**src/dlb_defines.svh**
```systemverilog
// Purpose: register offsets, field positions and reset values of the bridge configuration block
// Assumes: 8-bit register port, one access per cycle
// Notes: definitions only
`ifndef DLB_DEFINES_SVH
`define DLB_DEFINES_SVH

`define DLB_OFF_SOFT_RESET 8'h09
`define DLB_OFF_CLK_SRC_RANGE 8'h0A
`define DLB_OFF_CLK_DIV_MULT 8'h0B
`define DLB_OFF_LOOP_ENABLE 8'h0D
`define DLB_OFF_IN_CH_CFG 8'h10
`define DLB_OFF_IN_CLK_RANGE 8'h12
`define DLB_OFF_OUT_FORMAT 8'h18
`define DLB_OFF_OUT_PIN_OPT 8'h1A
`define DLB_OFF_LINE_LEN_LO 8'h20
`define DLB_OFF_LINE_LEN_HI 8'h21
`define DLB_OFF_ROWS_LO 8'h24
`define DLB_OFF_ROWS_HI 8'h25
`define DLB_OFF_SYNC_DLY_LO 8'h28
`define DLB_OFF_SYNC_DLY_HI 8'h29
`define DLB_OFF_HSW_LO 8'h2C
`define DLB_OFF_VSW_LO 8'h30
`define DLB_OFF_VSW_HI 8'h31
`define DLB_OFF_HBP 8'h34
`define DLB_OFF_VBP 8'h36
`define DLB_OFF_HFP 8'h38
`define DLB_OFF_VFP 8'h3A
`define DLB_OFF_PATTERN 8'h3C
`define DLB_OFF_IRQ_OUT_EN 8'hE0
`define DLB_OFF_IRQ_MASK 8'hE1
`define DLB_OFF_ERR_STATUS 8'hE5

`define DLB_BIT_SOFT_RESET 0
`define DLB_BIT_PLL_EN 0
`define DLB_BIT_CLK_SRC 0
`define DLB_MSB_LVDS_RANGE 3
`define DLB_LSB_LVDS_RANGE 1
`define DLB_MSB_DIV 7
`define DLB_LSB_DIV 3
`define DLB_MSB_MULT 1
`define DLB_LSB_MULT 0
`define DLB_MSB_CH_MODE 6
`define DLB_LSB_CH_MODE 5
`define DLB_MSB_LANES 4
`define DLB_LSB_LANES 3
`define DLB_BIT_SOT_TOL_OFF 0
`define DLB_BIT_DATA_ENABLE_POLARITY 7
`define DLB_BIT_HSYNC_POLARITY 6
`define DLB_BIT_VSYNC_POLARITY 5
`define DLB_BIT_LINK_CFG 4
`define DLB_BIT_CHA_24BPP 3
`define DLB_BIT_PIN_FLIP 5
`define DLB_BIT_PATTERN 4
`define DLB_BIT_IRQ_OUT_EN 0
`define DLB_BIT_PLL_UNLOCK 0

`define DLB_ERR_IMPL_MASK 8'hFD
`define DLB_RST_ZERO 8'h00
`define DLB_RST_ERR_STATUS 8'h01
`define DLB_RST_CH_CFG 8'h20
`define DLB_RST_CH_MODE 2'h1
`define DLB_RST_LANES 4'hF
`define DLB_DIV_OFFSET 5'h01
`define DLB_MULT_OFFSET 3'h1

`endif

```
**src/dlb_pkg.sv**
```systemverilog
// Purpose: shared types of the bridge configuration block
// Assumes: nothing beyond the defines header
// Notes: types only
package dlb_pkg;

    typedef enum logic [2:0]
    {
        DLB_PLL_OFF = 3'b001,
        DLB_PLL_WAIT = 3'b010,
        DLB_PLL_LOCKED = 3'b100
    } dlb_pll_state_t;

    typedef struct packed
    {
        logic [7:0] soft_reset;
        logic [7:0] clk_src_range;
        logic [7:0] clk_div_mult;
        logic [7:0] loop_enable;
        logic [7:0] in_ch_cfg;
        logic [7:0] in_clk_range;
        logic [7:0] out_format;
        logic [7:0] out_pin_opt;
        logic [7:0] line_len_lo;
        logic [7:0] line_len_hi;
        logic [7:0] rows_lo;
        logic [7:0] rows_hi;
        logic [7:0] sync_dly_lo;
        logic [7:0] sync_dly_hi;
        logic [7:0] hsw_lo;
        logic [7:0] vsw_lo;
        logic [7:0] vsw_hi;
        logic [7:0] hbp;
        logic [7:0] vbp;
        logic [7:0] hfp;
        logic [7:0] vfp;
        logic [7:0] pattern;
        logic [7:0] irq_out_en;
        logic [7:0] irq_mask;
        logic [7:0] err_status;
        logic [7:0] rdata;
        logic pll_lock_prev;
        logic irq_out;
        logic irq_oe;
        logic soft_reset_pulse;
        logic pixel_src_hs;
        logic [4:0] div_factor;
        logic [2:0] mult_factor;
        logic [2:0] lvds_band;
        logic [1:0] ch_mode;
        logic [3:0] lane_enable;
        logic [7:0] in_band;
        logic pin_order_flip;
        logic pattern_on;
        logic leader_error_tolerance_off;
        logic [11:0] line_length;
        logic [11:0] display_rows;
        logic [11:0] sync_delay;
        logic [11:0] vsync_width;
        dlb_pll_state_t pll_state;
    } dlb_state_t;

endpackage : dlb_pkg

```
**src/dlb_config_core.sv**
```systemverilog
// Purpose: register bank and control of a single-channel serial-display to LVDS bridge
// Assumes: register port is a byte bus synchronous to clk_sys, one access per cycle
// Notes: outputs are control levels for receiver, PLL and serializer
//
// Behaviour
// RULE_01 - host stops: PLL off, stream off, LP11
// RULE_02 - host restarts: stream, PLL, 3 ms, reset
// RULE_03 - flip bit reverses output pin order
// RULE_04 - interrupt needs status, mask and global enable
// RULE_05 - writing one clears status bit
// RULE_06 - errors may set around resets and streaming
// RULE_07 - host clears errors before restarting
// RULE_08 - host streams only after configuration
// RULE_09 - hs clock divided by divider field
// RULE_10 - host sets both range fields correctly
// RULE_11 - host enables PLL after clock setup
// RULE_12 - band code two is 62.5-87.5 MHz
// RULE_13 - source bit one selects hs clock
// RULE_14 - divider code 00101 divides by six
// RULE_15 - lane code 00 enables four lanes
// RULE_16 - input band 0x64 means 500 MHz
// RULE_17 - pattern bit starts test pattern generator
// RULE_18 - multiplier codes select times one to four
// RULE_19 - channel mode: dual, single, two singles
// RULE_20 - format bits: polarities, link, 24bpp
// RULE_21 - channel bit0 disables leader error tolerance
// RULE_22 - host derives porches from panel timing
// RULE_23 - interrupt pin floats unless globally enabled
// RULE_24 - PLL lock loss sets unlock flag
// RULE_25 - timing values: low byte, then high byte
// RULE_26 - flags and interrupt hold until cleared
`timescale 1ns/1ps
`default_nettype none
`include "dlb_defines.svh"

module dlb_config_core
    import dlb_pkg::*;
#(
    parameter int PLL_WAIT_CYCLES = 8
)
(
    // clock and reset
    input wire logic clk_sys,
    input wire logic rst_b,
    // register port
    input wire logic reg_wr,
    input wire logic reg_rd,
    input wire logic [7:0] reg_addr,
    input wire logic [7:0] reg_wdata,
    output logic [7:0] reg_rdata,
    // events from receiver and PLL
    input wire logic pll_lock,
    input wire logic [7:0] err_event,
    // interrupt pin
    output logic irq_out,
    output logic irq_oe,
    // control levels to datapath
    output logic soft_reset_pulse,
    output logic pll_enable,
    output logic pixel_clock_source_select,
    output logic [4:0] div_factor,
    output logic [2:0] mult_factor,
    output logic [2:0] lvds_band,
    output logic [7:0] input_clock_band,
    output logic [1:0] ch_mode,
    output logic [3:0] input_lane_count,
    output logic leader_error_tolerance_off,
    output logic data_enable_polarity,
    output logic hsync_polarity,
    output logic vsync_polarity,
    output logic link_config,
    output logic cha_24bpp,
    output logic output_pin_order_flip,
    output logic pattern_generator_enable,
    output logic [11:0] line_length,
    output logic [11:0] display_rows,
    output logic [11:0] sync_delay,
    output logic [7:0] hsync_width,
    output logic [11:0] vsync_width,
    output logic [7:0] horizontal_back_porch,
    output logic [7:0] vertical_back_porch,
    output logic [7:0] horizontal_front_porch,
    output logic [7:0] vertical_front_porch,
    output logic pll_locked
);

    dlb_state_t st_reg;
    dlb_state_t st_next;
    logic [15:0] wait_cnt_reg;
    logic [15:0] wait_cnt_next;

    always_comb
    begin
        logic [7:0] ev;
        logic [7:0] clr;
        ev = '0;
        clr = '0;
        st_next = st_reg;
        wait_cnt_next = wait_cnt_reg;
        st_next.soft_reset_pulse = 1'b0;
        st_next.soft_reset = `DLB_RST_ZERO;
        // register writes
        if (reg_wr)
        begin
            if (reg_addr == `DLB_OFF_SOFT_RESET)
            begin
                st_next.soft_reset_pulse = reg_wdata[`DLB_BIT_SOFT_RESET];
            end
            else if (reg_addr == `DLB_OFF_CLK_SRC_RANGE)
            begin
                st_next.clk_src_range = reg_wdata;
            end
            else if (reg_addr == `DLB_OFF_CLK_DIV_MULT)
            begin
                st_next.clk_div_mult = reg_wdata;
            end
            else if (reg_addr == `DLB_OFF_LOOP_ENABLE)
            begin
                st_next.loop_enable = reg_wdata;
            end
            else if (reg_addr == `DLB_OFF_IN_CH_CFG)
            begin
                st_next.in_ch_cfg = reg_wdata;
            end
            else if (reg_addr == `DLB_OFF_IN_CLK_RANGE)
            begin
                st_next.in_clk_range = reg_wdata;
            end
            else if (reg_addr == `DLB_OFF_OUT_FORMAT)
            begin
                st_next.out_format = reg_wdata;
            end
            else if (reg_addr == `DLB_OFF_OUT_PIN_OPT)
            begin
                st_next.out_pin_opt = reg_wdata;
            end
            else if (reg_addr == `DLB_OFF_LINE_LEN_LO)
            begin
                st_next.line_len_lo = reg_wdata;
            end
            else if (reg_addr == `DLB_OFF_LINE_LEN_HI)
            begin
                st_next.line_len_hi = reg_wdata;
            end
            else if (reg_addr == `DLB_OFF_ROWS_LO)
            begin
                st_next.rows_lo = reg_wdata;
            end
            else if (reg_addr == `DLB_OFF_ROWS_HI)
            begin
                st_next.rows_hi = reg_wdata;
            end
            else if (reg_addr == `DLB_OFF_SYNC_DLY_LO)
            begin
                st_next.sync_dly_lo = reg_wdata;
            end
            else if (reg_addr == `DLB_OFF_SYNC_DLY_HI)
            begin
                st_next.sync_dly_hi = reg_wdata;
            end
            else if (reg_addr == `DLB_OFF_HSW_LO)
            begin
                st_next.hsw_lo = reg_wdata;
            end
            else if (reg_addr == `DLB_OFF_VSW_LO)
            begin
                st_next.vsw_lo = reg_wdata;
            end
            else if (reg_addr == `DLB_OFF_VSW_HI)
            begin
                st_next.vsw_hi = reg_wdata;
            end
            else if (reg_addr == `DLB_OFF_HBP) st_next.hbp = reg_wdata;
            else if (reg_addr == `DLB_OFF_VBP) st_next.vbp = reg_wdata;
            else if (reg_addr == `DLB_OFF_HFP) st_next.hfp = reg_wdata;
            else if (reg_addr == `DLB_OFF_VFP) st_next.vfp = reg_wdata;
            else if (reg_addr == `DLB_OFF_PATTERN) st_next.pattern = reg_wdata;
            else if (reg_addr == `DLB_OFF_IRQ_OUT_EN)
            begin
                st_next.irq_out_en = reg_wdata;
            end
            else if (reg_addr == `DLB_OFF_IRQ_MASK)
            begin
                st_next.irq_mask = reg_wdata & `DLB_ERR_IMPL_MASK;
            end
            else if (reg_addr == `DLB_OFF_ERR_STATUS)
            begin
                clr = reg_wdata; // RULE_05
            end
        end
        // lock loss sets the unlock flag; new events win over a clear
        ev = err_event;
        ev[`DLB_BIT_PLL_UNLOCK] = st_reg.pll_lock_prev & ~pll_lock; // RULE_24
        st_next.pll_lock_prev = pll_lock;
        st_next.err_status = ((st_reg.err_status & ~clr) | ev) & `DLB_ERR_IMPL_MASK; // RULE_05 RULE_06 RULE_26
        // PLL start-up: enable, wait, then report locked
        case (st_reg.pll_state)
            DLB_PLL_OFF:
            begin
                wait_cnt_next = '0;
                if (st_next.loop_enable[`DLB_BIT_PLL_EN])
                begin
                    st_next.pll_state = DLB_PLL_WAIT;
                end
            end
            DLB_PLL_WAIT:
            begin
                wait_cnt_next = wait_cnt_reg + 16'h0001;
                if (!st_next.loop_enable[`DLB_BIT_PLL_EN])
                begin
                    st_next.pll_state = DLB_PLL_OFF;
                end
                else if (wait_cnt_reg == 16'(PLL_WAIT_CYCLES - 1))
                begin
                    st_next.pll_state = DLB_PLL_LOCKED;
                end
            end
            DLB_PLL_LOCKED:
            begin
                wait_cnt_next = '0;
                if (!st_next.loop_enable[`DLB_BIT_PLL_EN])
                begin
                    st_next.pll_state = DLB_PLL_OFF;
                end
            end
            default:
            begin
                st_next.pll_state = DLB_PLL_OFF;
            end
        endcase
        // interrupt pin: floats unless globally enabled, high on enabled pending flag
        st_next.irq_oe = st_next.irq_out_en[`DLB_BIT_IRQ_OUT_EN]; // RULE_23
        st_next.irq_out = st_next.irq_out_en[`DLB_BIT_IRQ_OUT_EN]
            & (|(st_next.err_status & st_next.irq_mask)); // RULE_04 RULE_26
        // decoded control fields
        st_next.pixel_src_hs = st_next.clk_src_range[`DLB_BIT_CLK_SRC]; // RULE_13
        st_next.lvds_band = st_next.clk_src_range[`DLB_MSB_LVDS_RANGE:`DLB_LSB_LVDS_RANGE]; // RULE_12
        // divide ratio is code plus one, so 00101 divides by six
        st_next.div_factor = st_next.clk_div_mult[`DLB_MSB_DIV:`DLB_LSB_DIV]
            + `DLB_DIV_OFFSET; // RULE_09 RULE_14
        st_next.mult_factor = {1'b0, st_next.clk_div_mult[`DLB_MSB_MULT:`DLB_LSB_MULT]}
            + `DLB_MULT_OFFSET; // RULE_18
        st_next.ch_mode = st_next.in_ch_cfg[`DLB_MSB_CH_MODE:`DLB_LSB_CH_MODE]; // RULE_19
        // lane code n enables 4-n lanes, code 00 all four
        case (st_next.in_ch_cfg[`DLB_MSB_LANES:`DLB_LSB_LANES])
            2'b00: st_next.lane_enable = 4'b1111; // RULE_15
            2'b01: st_next.lane_enable = 4'b0111;
            2'b10: st_next.lane_enable = 4'b0011;
            default: st_next.lane_enable = 4'b0001;
        endcase
        st_next.leader_error_tolerance_off = st_next.in_ch_cfg[`DLB_BIT_SOT_TOL_OFF]; // RULE_21
        st_next.in_band = st_next.in_clk_range; // RULE_16
        st_next.pin_order_flip = st_next.out_pin_opt[`DLB_BIT_PIN_FLIP]; // RULE_03
        st_next.pattern_on = st_next.pattern[`DLB_BIT_PATTERN]; // RULE_17
        st_next.line_length = {st_next.line_len_hi[3:0], st_next.line_len_lo}; // RULE_25
        st_next.display_rows = {st_next.rows_hi[3:0], st_next.rows_lo}; // RULE_25
        st_next.sync_delay = {st_next.sync_dly_hi[3:0], st_next.sync_dly_lo}; // RULE_25
        st_next.vsync_width = {st_next.vsw_hi[3:0], st_next.vsw_lo}; // RULE_25
        // read data, registered; unmapped reads return zero
        st_next.rdata = `DLB_RST_ZERO;
        if (reg_rd)
        begin
            if (reg_addr == `DLB_OFF_CLK_SRC_RANGE) st_next.rdata = st_reg.clk_src_range;
            else if (reg_addr == `DLB_OFF_CLK_DIV_MULT) st_next.rdata = st_reg.clk_div_mult;
            else if (reg_addr == `DLB_OFF_LOOP_ENABLE) st_next.rdata = st_reg.loop_enable;
            else if (reg_addr == `DLB_OFF_IN_CH_CFG) st_next.rdata = st_reg.in_ch_cfg;
            else if (reg_addr == `DLB_OFF_IN_CLK_RANGE) st_next.rdata = st_reg.in_clk_range;
            else if (reg_addr == `DLB_OFF_OUT_FORMAT) st_next.rdata = st_reg.out_format;
            else if (reg_addr == `DLB_OFF_OUT_PIN_OPT) st_next.rdata = st_reg.out_pin_opt;
            else if (reg_addr == `DLB_OFF_LINE_LEN_LO) st_next.rdata = st_reg.line_len_lo;
            else if (reg_addr == `DLB_OFF_LINE_LEN_HI) st_next.rdata = st_reg.line_len_hi;
            else if (reg_addr == `DLB_OFF_ROWS_LO) st_next.rdata = st_reg.rows_lo;
            else if (reg_addr == `DLB_OFF_ROWS_HI) st_next.rdata = st_reg.rows_hi;
            else if (reg_addr == `DLB_OFF_SYNC_DLY_LO) st_next.rdata = st_reg.sync_dly_lo;
            else if (reg_addr == `DLB_OFF_SYNC_DLY_HI) st_next.rdata = st_reg.sync_dly_hi;
            else if (reg_addr == `DLB_OFF_HSW_LO) st_next.rdata = st_reg.hsw_lo;
            else if (reg_addr == `DLB_OFF_VSW_LO) st_next.rdata = st_reg.vsw_lo;
            else if (reg_addr == `DLB_OFF_VSW_HI) st_next.rdata = st_reg.vsw_hi;
            else if (reg_addr == `DLB_OFF_HBP) st_next.rdata = st_reg.hbp;
            else if (reg_addr == `DLB_OFF_VBP) st_next.rdata = st_reg.vbp;
            else if (reg_addr == `DLB_OFF_HFP) st_next.rdata = st_reg.hfp;
            else if (reg_addr == `DLB_OFF_VFP) st_next.rdata = st_reg.vfp;
            else if (reg_addr == `DLB_OFF_PATTERN) st_next.rdata = st_reg.pattern;
            else if (reg_addr == `DLB_OFF_IRQ_OUT_EN) st_next.rdata = st_reg.irq_out_en;
            else if (reg_addr == `DLB_OFF_IRQ_MASK) st_next.rdata = st_reg.irq_mask;
            else if (reg_addr == `DLB_OFF_ERR_STATUS) st_next.rdata = st_reg.err_status;
        end
    end

    always_ff @(posedge clk_sys)
    begin
        if (!rst_b)
        begin
            st_reg <= '0;
            st_reg.in_ch_cfg <= `DLB_RST_CH_CFG;
            st_reg.err_status <= `DLB_RST_ERR_STATUS;
            st_reg.ch_mode <= `DLB_RST_CH_MODE;
            st_reg.div_factor <= `DLB_DIV_OFFSET;
            st_reg.mult_factor <= `DLB_MULT_OFFSET;
            st_reg.lane_enable <= `DLB_RST_LANES;
            st_reg.pll_state <= DLB_PLL_OFF;
            wait_cnt_reg <= '0;
        end
        else
        begin
            st_reg <= st_next;
            wait_cnt_reg <= wait_cnt_next;
        end
    end

    assign reg_rdata = st_reg.rdata;
    assign irq_out = st_reg.irq_out;
    assign irq_oe = st_reg.irq_oe;
    assign soft_reset_pulse = st_reg.soft_reset_pulse;
    assign pll_enable = st_reg.loop_enable[`DLB_BIT_PLL_EN];
    assign pixel_clock_source_select = st_reg.pixel_src_hs;
    assign div_factor = st_reg.div_factor;
    assign mult_factor = st_reg.mult_factor;
    assign lvds_band = st_reg.lvds_band;
    assign input_clock_band = st_reg.in_band;
    assign ch_mode = st_reg.ch_mode;
    assign input_lane_count = st_reg.lane_enable;
    assign leader_error_tolerance_off = st_reg.leader_error_tolerance_off;
    assign data_enable_polarity = st_reg.out_format[`DLB_BIT_DATA_ENABLE_POLARITY]; // RULE_20
    assign hsync_polarity = st_reg.out_format[`DLB_BIT_HSYNC_POLARITY]; // RULE_20
    assign vsync_polarity = st_reg.out_format[`DLB_BIT_VSYNC_POLARITY]; // RULE_20
    assign link_config = st_reg.out_format[`DLB_BIT_LINK_CFG]; // RULE_20
    assign cha_24bpp = st_reg.out_format[`DLB_BIT_CHA_24BPP]; // RULE_20
    assign output_pin_order_flip = st_reg.pin_order_flip;
    assign pattern_generator_enable = st_reg.pattern_on;
    assign line_length = st_reg.line_length;
    assign display_rows = st_reg.display_rows;
    assign sync_delay = st_reg.sync_delay;
    assign hsync_width = st_reg.hsw_lo;
    assign vsync_width = st_reg.vsync_width;
    assign horizontal_back_porch = st_reg.hbp;
    assign vertical_back_porch = st_reg.vbp;
    assign horizontal_front_porch = st_reg.hfp;
    assign vertical_front_porch = st_reg.vfp;
    assign pll_locked = (st_reg.pll_state == DLB_PLL_LOCKED);

endmodule : dlb_config_core
`default_nettype wire

```
**config.mk**
```make
export PLATFORM = sky130hd
export DESIGN_NAME = dlb_config_core
export DESIGN_NICKNAME = d
export VERILOG_FILES = /design/src/dlb_pkg.sv /design/src/dlb_config_core.sv
export VERILOG_INCLUDE_DIRS = /design/src /design/src/src
export SDC_FILE = /design/constraint.sdc
export NUM_CORES = 1
export LEC_CHECK = 0
export ABC_CLOCK_PERIOD_IN_PS = 3650
export BUFFER_PORTS_ARGS = -buffer_cell sky130_fd_sc_hd__buf_2
export CAP_MARGIN = 0
export CORE_MARGIN = 4
export CORE_UTILIZATION = 30
export CTS_BUF_LIST = sky130_fd_sc_hd__clkbuf_16
export DETAILED_ROUTE_END_ITERATION = 6
export PLACE_DENSITY_LB_ADDON = 0.15
export SLEW_MARGIN = 20
export SYNTH_ARGS = -nofsm -noshare
export SYNTH_HDL_FRONTEND = slang
export SYNTH_SLANG_ARGS = --single-unit
```
**constraint.sdc**
```tcl
create_clock -name clk_sys -period 3.65 [get_ports clk_sys]
set_clock_uncertainty 0.1 [all_clocks]
set_input_delay 0.1825 -clock clk_sys [delete_from_list [all_inputs] [get_ports clk_sys]]
set_output_delay 0.1825 -clock clk_sys [all_outputs]
set_load 0.05 [all_outputs]
```
==> results of run 1 <==
-- repair_timing --
item / in CTS / in global routing
hold buffers: 8 / 0
gates resized for setup: 0 / 0
endpoints found under the hold margin: 10 / 0
-- path summary, 6_finish.rpt --
check         startpoint                to  depth (start not counted)
min reg2reg  st_reg[282]       st_reg[282]                          2
max            st_reg[1]  wait_cnt_reg[13]                          5
max reg2reg    st_reg[1]  wait_cnt_reg[13]                          5
min          reg_addr[5]  soft_reset_pulse                          4
-- power breakdown --
group          switching (mW)  total (mW)  internal (mW)  leakage (nW)
Clock                    1.13        2.70           1.57         0.452
Sequential            0.00585        2.54           2.53          1.86
Combinational           0.197       0.293         0.0961          2.86
-- synth_stat cells, types with 15 or more instances --
cell / number / area share
a21oi_1: 15 / 0.0063
a22oi_1: 28 / 0.018
and2_1: 28 / 0.015
buf_2: 20 / 0.0084
buf_4: 122 / 0.077
clkbuf_1: 54 / 0.017
dfxtp_1: 231 / 0.39
mux2i_1: 184 / 0.15
nand2_1: 58 / 0.018
nand3_1: 15 / 0.0063
nor2_1: 38 / 0.012
nor2b_1: 175 / 0.092
o21ai_0: 29 / 0.012
-- cells in the final DEF, fill, tap and decap left out, types with 6 or more instances in the layout --
master	netlist	routed
nand2_1	58	58
a22oi_1	28	28
nand2b_1	7	7
clkbuf_16	0	29
clkinv_1	0	7
buf_2	20	159
and3_1	10	10
clkinv_2	0	6
nand3_1	15	15
inv_1	13	19
nor2b_1	175	175
nor3_1	14	14
nand4_1	12	12
buf_4	122	38
dlygate4sd3_1	0	8
o211ai_1	7	7
nor2_1	38	38
a31oi_1	12	12
and2_1	28	28
a21oi_1	15	15
o21a_1	6	6
mux2_2	14	14
mux2i_1	184	184
a222oi_1	12	12
o21ai_0	29	29
a21boi_0	13	13
dfxtp_1	231	231
-- worst reg2reg max path: cells and delay by family (launching register included) --
kind            cells  cell delay [ns]
compound gates      1             0.16
simple gates        4             1.77
flops               1             0.46
-- routing by layer --
metal  up-vias  GRT usage  share of wire  routed length (um)
met5         -          0         0.0014                  55
met4        10     0.0360          0.019                 772
met3        55     0.0397          0.059                2370
met2       231      0.285           0.45               18200
met1      4311      0.251           0.47               18900
li1       4272          -              -                   -
-- cell type report --
class,count,area [um2]
tap,518,648
fill,4060,25600
multi-input combinational,787,5990
clock inverter,23,154
inverter,14,52.6
timing repair buffer,206,1180
sequential,231,4620
clock buffer,29,726
-- metrics by stage --
step	setup WS [ns]	power, mW
global placement	0.703	2.88
global route	0.808	5.72
finish	1.09	5.53
floorplan	1.03	2.78
CTS	1.10	5.61
detailed placement	0.661	2.88
-- kinds of logic (layout without fill, tap and decap cells) --
logic type,count (synthesis),in the layout
other cells,1,1
fa+ha+maj,3,3
buf+inv,221,272
xor+xnor,7,7
flops,231,231
compound gates,167,167
mux,204,204
simple gates,405,405
==> results by group, run 1 <==
Finish
  – Fin util: 0.343
  – Finished Layout Cells: 1808
  – Layout area overhead: 11.9%
  – Final Instance Area: 13400 um2
  – Layout cell share with drive strength beyond 1: 0.230
  – Nets: 1300
  – Antenna Cells: 0
  – Number of flip-flops under the largest register name: 136

Floorplan
  – Starting Density: 0.307
  – Core region area: 39000 um2
  – Cell row count: 72
  – I/O Pins: 164
  – Die height: roughly 210 um
  – Die width: about 210 um
  – Die Area: 43100 um2

Route
  – Vias: 8879
  – Post-Route WL: between 40000 and 50000 um
  – DRC viols: 0
  – WL/cell: between 20 and 25 um
  – TritonRoute pass-1 iters: 7
  – Detailed Route Iter0 Violations: 594
  – Post-route ant nets: 0
  – Vias per inst: 4.91

Synth
  – Multiplexer share of the synthesized area: 0.178
  – Syn_area_per_cell: 9.65 um2
  – Post-synth ARST share: 0
  – Largest family of logic cells by synthesized area: simple AND/OR/NAND/NOR gates
  – Synth cell types: 83
  – Post-Synth Adder-Cell Area: 0.00314
  – Synth Cell Area: approximately 12000 um2
  – Top FF cell, synth: dfxtp_1
  – Post-synthesis sequential area ratio: 0.387
  – Synth Area in XOR/XNOR: 0.00513
  – EDFF count, synth: 0
  – Yosys reg bits: 231
  – Mapped Nets: between 1000 and 1500
  – Simple-gate share of the synthesized area: 0.210
  – Syn. warnings: 0
  – Gate Count Post-Synth: between 1000 and 1500
  – Complex-gate fraction of the synthesized area: 0.104

STA
  – Setup tns final: 0 ns
  – Final Cycle Share: 0.703
  – Worst hold slack: 0.0618 ns
  – Final hold viol count: 0
  – RSZ-0062 raised after global routing: no
  – Max Freq: 390 MHz
  – Worst Tran Pin Value: 1.10 ns
  – Setup violators final: 0
  – Slew Limit Headroom: 0.265
  – Fin. max-slew vios: 0
  – Minimum clock period: between 2 and 3 ns

Worst setup path
  – Family with the most delay on the worst path: simple AND/OR/NAND/NOR gates
  – CP required: approximately 4.0 ns
  – Slowest library cell on the worst path: or3b_2
  – Critical Path AT: 2.94 ns
  – Crit path cell chain: or3b_2, nor3_1, nand4_1, or3_1, a21boi_0
  – Reg2reg setup slack: roughly 1.1 ns
  – Crit path kind: flop to flop
  – Crit. End Element: flop
  – Buf/Inv on CP: 0
  – Critical Path Source Type: flop
  – Slowest Stage Delay on Critical Path: 0.54 ns
  – Crit-path max FO: 9

Clock tree
  – Max clock buf depth: 3
  – Root buf cell: clkbuf_16
  – CTS tree: built
  – Post-CTS Setup Bufs: 0
  – Clock latency on the worst-skew pair: about 0.55 ns
  – CTS Buf Count: 28
  – CTS clk-pin slew, worst paths: 0.06 ns
  – Clock sink total: between 200 and 250
  – # H-tree levels: 1

GRT
  – First-pass GRT wire length: approximately 60000 um
  – Tot GR Track Use: 0.179
  – Vias in the first global route: 8869
  – Largest net degree at the start of global routing: about 210
  – Grt ovf: 0
  – Initial antenna violation count: 5

Placement
  – Placed Cells incl. Taps: 1748
  – Post-placement cell area: between 10000 and 15000 um2
  – HPWL Detailed: 27900 um
  – Port bufs: 160
  – GPL Wtd Cong: approximately 0.81

Run status
  – Status: complete, no violations

Min path
  – Worst hold-check path type: input pin to flop

Power and ir drop
  – VDD IR max: 322 uV
  – Pleak: 5.18 nW
  – Power Dens Cells: 413 nW/um2

Run
  – Max cap viols: 0
No activity file was read; power rests on OpenSTA's default activity.
==> inputs of run 2 (changes only) <==
--- a/config.mk
+++ b/config.mk
@@ -6,7 +6,7 @@
 export SDC_FILE = /design/constraint.sdc
 export NUM_CORES = 1
 export LEC_CHECK = 0
-export ABC_CLOCK_PERIOD_IN_PS = 3650
+export ABC_CLOCK_PERIOD_IN_PS = 2400
 export BUFFER_PORTS_ARGS = -buffer_cell sky130_fd_sc_hd__buf_2
 export CAP_MARGIN = 0
 export CORE_MARGIN = 4
==> constraint.sdc (replaced) <==
create_clock -name clk_sys -period 2.4 [get_ports clk_sys]
set_clock_uncertainty 0.1 [all_clocks]
set_input_delay 0.12 -clock clk_sys [delete_from_list [all_inputs] [get_ports clk_sys]]
set_output_delay 0.12 -clock clk_sys [all_outputs]
set_load 0.05 [all_outputs]
==> run 2 against run 1 <==
- maximum frequency rose by 18%
- sequential share of layout area is 2.1 points lower
- largest power group unchanged
- worst hold slack got worse by 0.031 ns
- combinational power up 77%
==> results by group, run 2 (same netlist as run 1, synthesis figures left out) <==
Worst setup path
  – Reg2reg setup slack: 0.22 ns (-0.86 ns)
  – Slowest Stage Delay on Critical Path: 0.56 ns (+0.02 ns)
  – Crit path kind: flop to flop
  – Crit-path max FO: 8 (-1)
  – Critical Path Source Type: flop
  – Crit path cell chain: or3b_2, nor3_1, nand4_1, or3_1, a21oi_1
  – Reg2reg path depth: 5 (unchanged)
  – CP required: 2.78 ns (-1.24 ns)
  – FF-to-FF Start: st_reg[0]
  – Crit. End Element: flop
  – Critical Path AT: 2.55 ns (-0.39 ns)
  – Worst Setup SP: st_reg[0]
  – Slowest library cell on the worst path: or3b_2
  – RR Endpoint: wait_cnt_reg[15]

STA
  – Final worst slack: 0.221 ns (-0.865 ns)
  – RSZ-0062 raised after global routing: no
  – Slew Limit Headroom: 0.400 (+0.135)
  – Fin. max-slew vios: 0 (unchanged)
  – Max Freq: 459 MHz (+18%)
  – Final Cycle Share: 0.908 (+0.205)
  – Worst Tran Pin Value: 0.893 ns (-0.209 ns)
  – Setup violators final: 0 (unchanged)
  – Minimum clock period: 2.18 ns (-0.385 ns)
  – Final hold viol count: 0 (unchanged)
  – Worst hold slack: 0.0306 ns (-0.0312 ns)
  – Setup tns final: 0 ns (unchanged)

Power and ir drop
  – Net Switching: 2.04 mW (+53%)
  – Power Dens Cells: 586 nW/um2 (+42%)
  – Combinational Power Share: 0.062 (+0.009)
  – Sequential Power Share: 0.462 (+0.003)
  – Switching part of the total: 0.244 (+0.00311)
  – Pleak: 5.70 nW (+10%)
  – Total power: 8.35 mW (+51%)
  – VDD IR max: 449 uV (+39%)
  – Cell Int Power: 6.31 mW (+50%)
  – Clock power share: 0.476 (-0.012)

GRT
  – First-pass GRT wire length: 63800 um (+6.2%)
  – Initial antenna violation count: 1 (-4)
  – Largest net degree at the start of global routing: 117 (-45%)
  – Tot GR Track Use: 0.190 (+0.0107)
  – Vias in the first global route: 9428 (+6.3%)
  – Grt ovf: 0 (unchanged)

Floorplan
  – Die height: 208 um (unchanged)
  – Core region area: 39000 um2 (unchanged)
  – I/O Pins: 164 (unchanged)
  – Die Area: 43100 um2 (unchanged)
  – Cell row count: 72 (unchanged)
  – Die width: 208 um (unchanged)
  – Starting Density: 0.307 (unchanged)

Finish
  – Number of flip-flops under the largest register name: 136 (unchanged)
  – Nets: 1396 (+7.4%)
  – Layout area overhead: 19.2%
  – Finished Layout Cells: 1902 (+5.2%)
  – Layout cell share with drive strength beyond 1: 0.275 (+0.0443)
  – Fin util: 0.365 (+0.0225)
  – Antenna Cells: 0 (unchanged)
  – Final Instance Area: 14300 um2 (+6.6%)
  – Most common cell after layout, fill and taps aside: dfxtp_1
  – Commonest non-fill, non-tap cells in the layout: dfxtp_1 (231), mux2i_1 (184), nor2b_1 (175)

Placement
  – Placed Cells incl. Taps: 1833 (+4.9%)
  – HPWL Detailed: 31200 um (+12%)
  – GPL Wtd Cong: 0.881 (+8.1%)
  – Port bufs: 160 (unchanged)
  – Worst slack at placement: -0.0606 ns (-0.722 ns)
  – Post-placement cell area: 13200 um2 (+6.5%)

Route
  – Post-route ant nets: 0 (unchanged)
  – TritonRoute pass-1 iters: 5 (-2)
  – DRC viols: 0 (unchanged)
  – WL/cell: 22.2 um (-0.12%)
  – Vias: 9276 (+4.5%)
  – Vias per inst: 4.88 (-0.69%)
  – Detailed Route Iter0 Violations: 644 (+8.4%)
  – Post-Route WL: 42300 um (+5.1%)

Clock tree
  – CTS tree: built
  – CTS Buf Count: 28 (unchanged)
  – Clock latency on the worst-skew pair: 0.56 ns (about the same)
  – CTS Hold Bufs: 19 (+11)
  – # H-tree levels: 1 (unchanged)
  – Max clock buf depth: 3 (unchanged)
  – Root buf cell: clkbuf_16
  – PostCTS Resize Cnt: 0 (unchanged)
  – CTS clk-pin slew, worst paths: 0.06 ns (about the same)
  – Clock sink total: 231 (unchanged)
  – Post-CTS Setup Bufs: 0 (unchanged)

Run status
  – Status: complete, no violations

Min path
  – Hold path startpoint: reg_wdata[6]
  – Hold Path Cell Cnt: 4 (unchanged)
  – Worst hold-check path type: input pin to flop
  – Hold Path Sink: st_reg[98]

Run
  – Max cap viols: 0 (unchanged)
[run 2: cell types whose count changed in the layout (fill, tap and decap cells not counted), sizes merged]
cell and delta:
buf +85, bufinv -1, clkinv -2, clkinvlp -2, dlygate4sd3 +11, inv +3
[run 2: layer usage]
metal,track usage,up-vias,share of wire
met5,0,-,0.00017
met4,0.0403,2,0.022
met3,0.0376,66,0.052
met2,0.298,235,0.45
met1,0.271,4501,0.48
li1,-,4472,-
[run 2: worst max path at each step]
stage / end / slack (ns)
after floorplan: irq_out / 0.05
after global placement: horizontal_front_porch[6] / -0.05
after detailed placement: horizontal_front_porch[3] / -0.06
after CTS: wait_cnt_reg[15] / 0.21
after global routing: wait_cnt_reg[13] / 0.05
final: wait_cnt_reg[15] / 0.22
[run 2: cell type report]
cell class                 count  area, um2
fill                        3988      24800
multi-input combinational    787       6020
sequential                   231       4620
timing repair buffer         302       2070
clock buffer                  29        726
tap                          518        648
clock inverter                21        116
inverter                      14       52.6
[run 2: power by group through the flow]
stage | Combinational [mW] | Clock [mW] | Sequential, mW
after CTS | 0.521 | 4.08 | 3.86
after global placement | 0.496 | 0 | 3.94
final | 0.519 | 3.98 | 3.86
after floorplan | 0.286 | 0 | 3.94
after global routing | 0.552 | 4.24 | 3.86
after detailed placement | 0.497 | 0 | 3.94
[run 2: critical path: cells and delay by family, from the launching register on]
| kind | cells | cell delay (ns) |
|---|---|---|
| AO/OA/AOI/OAI | 1 | 0.16 |
| flip-flops | 1 | 0.38 |
| AND/OR/NAND/NOR | 4 | 1.47 |
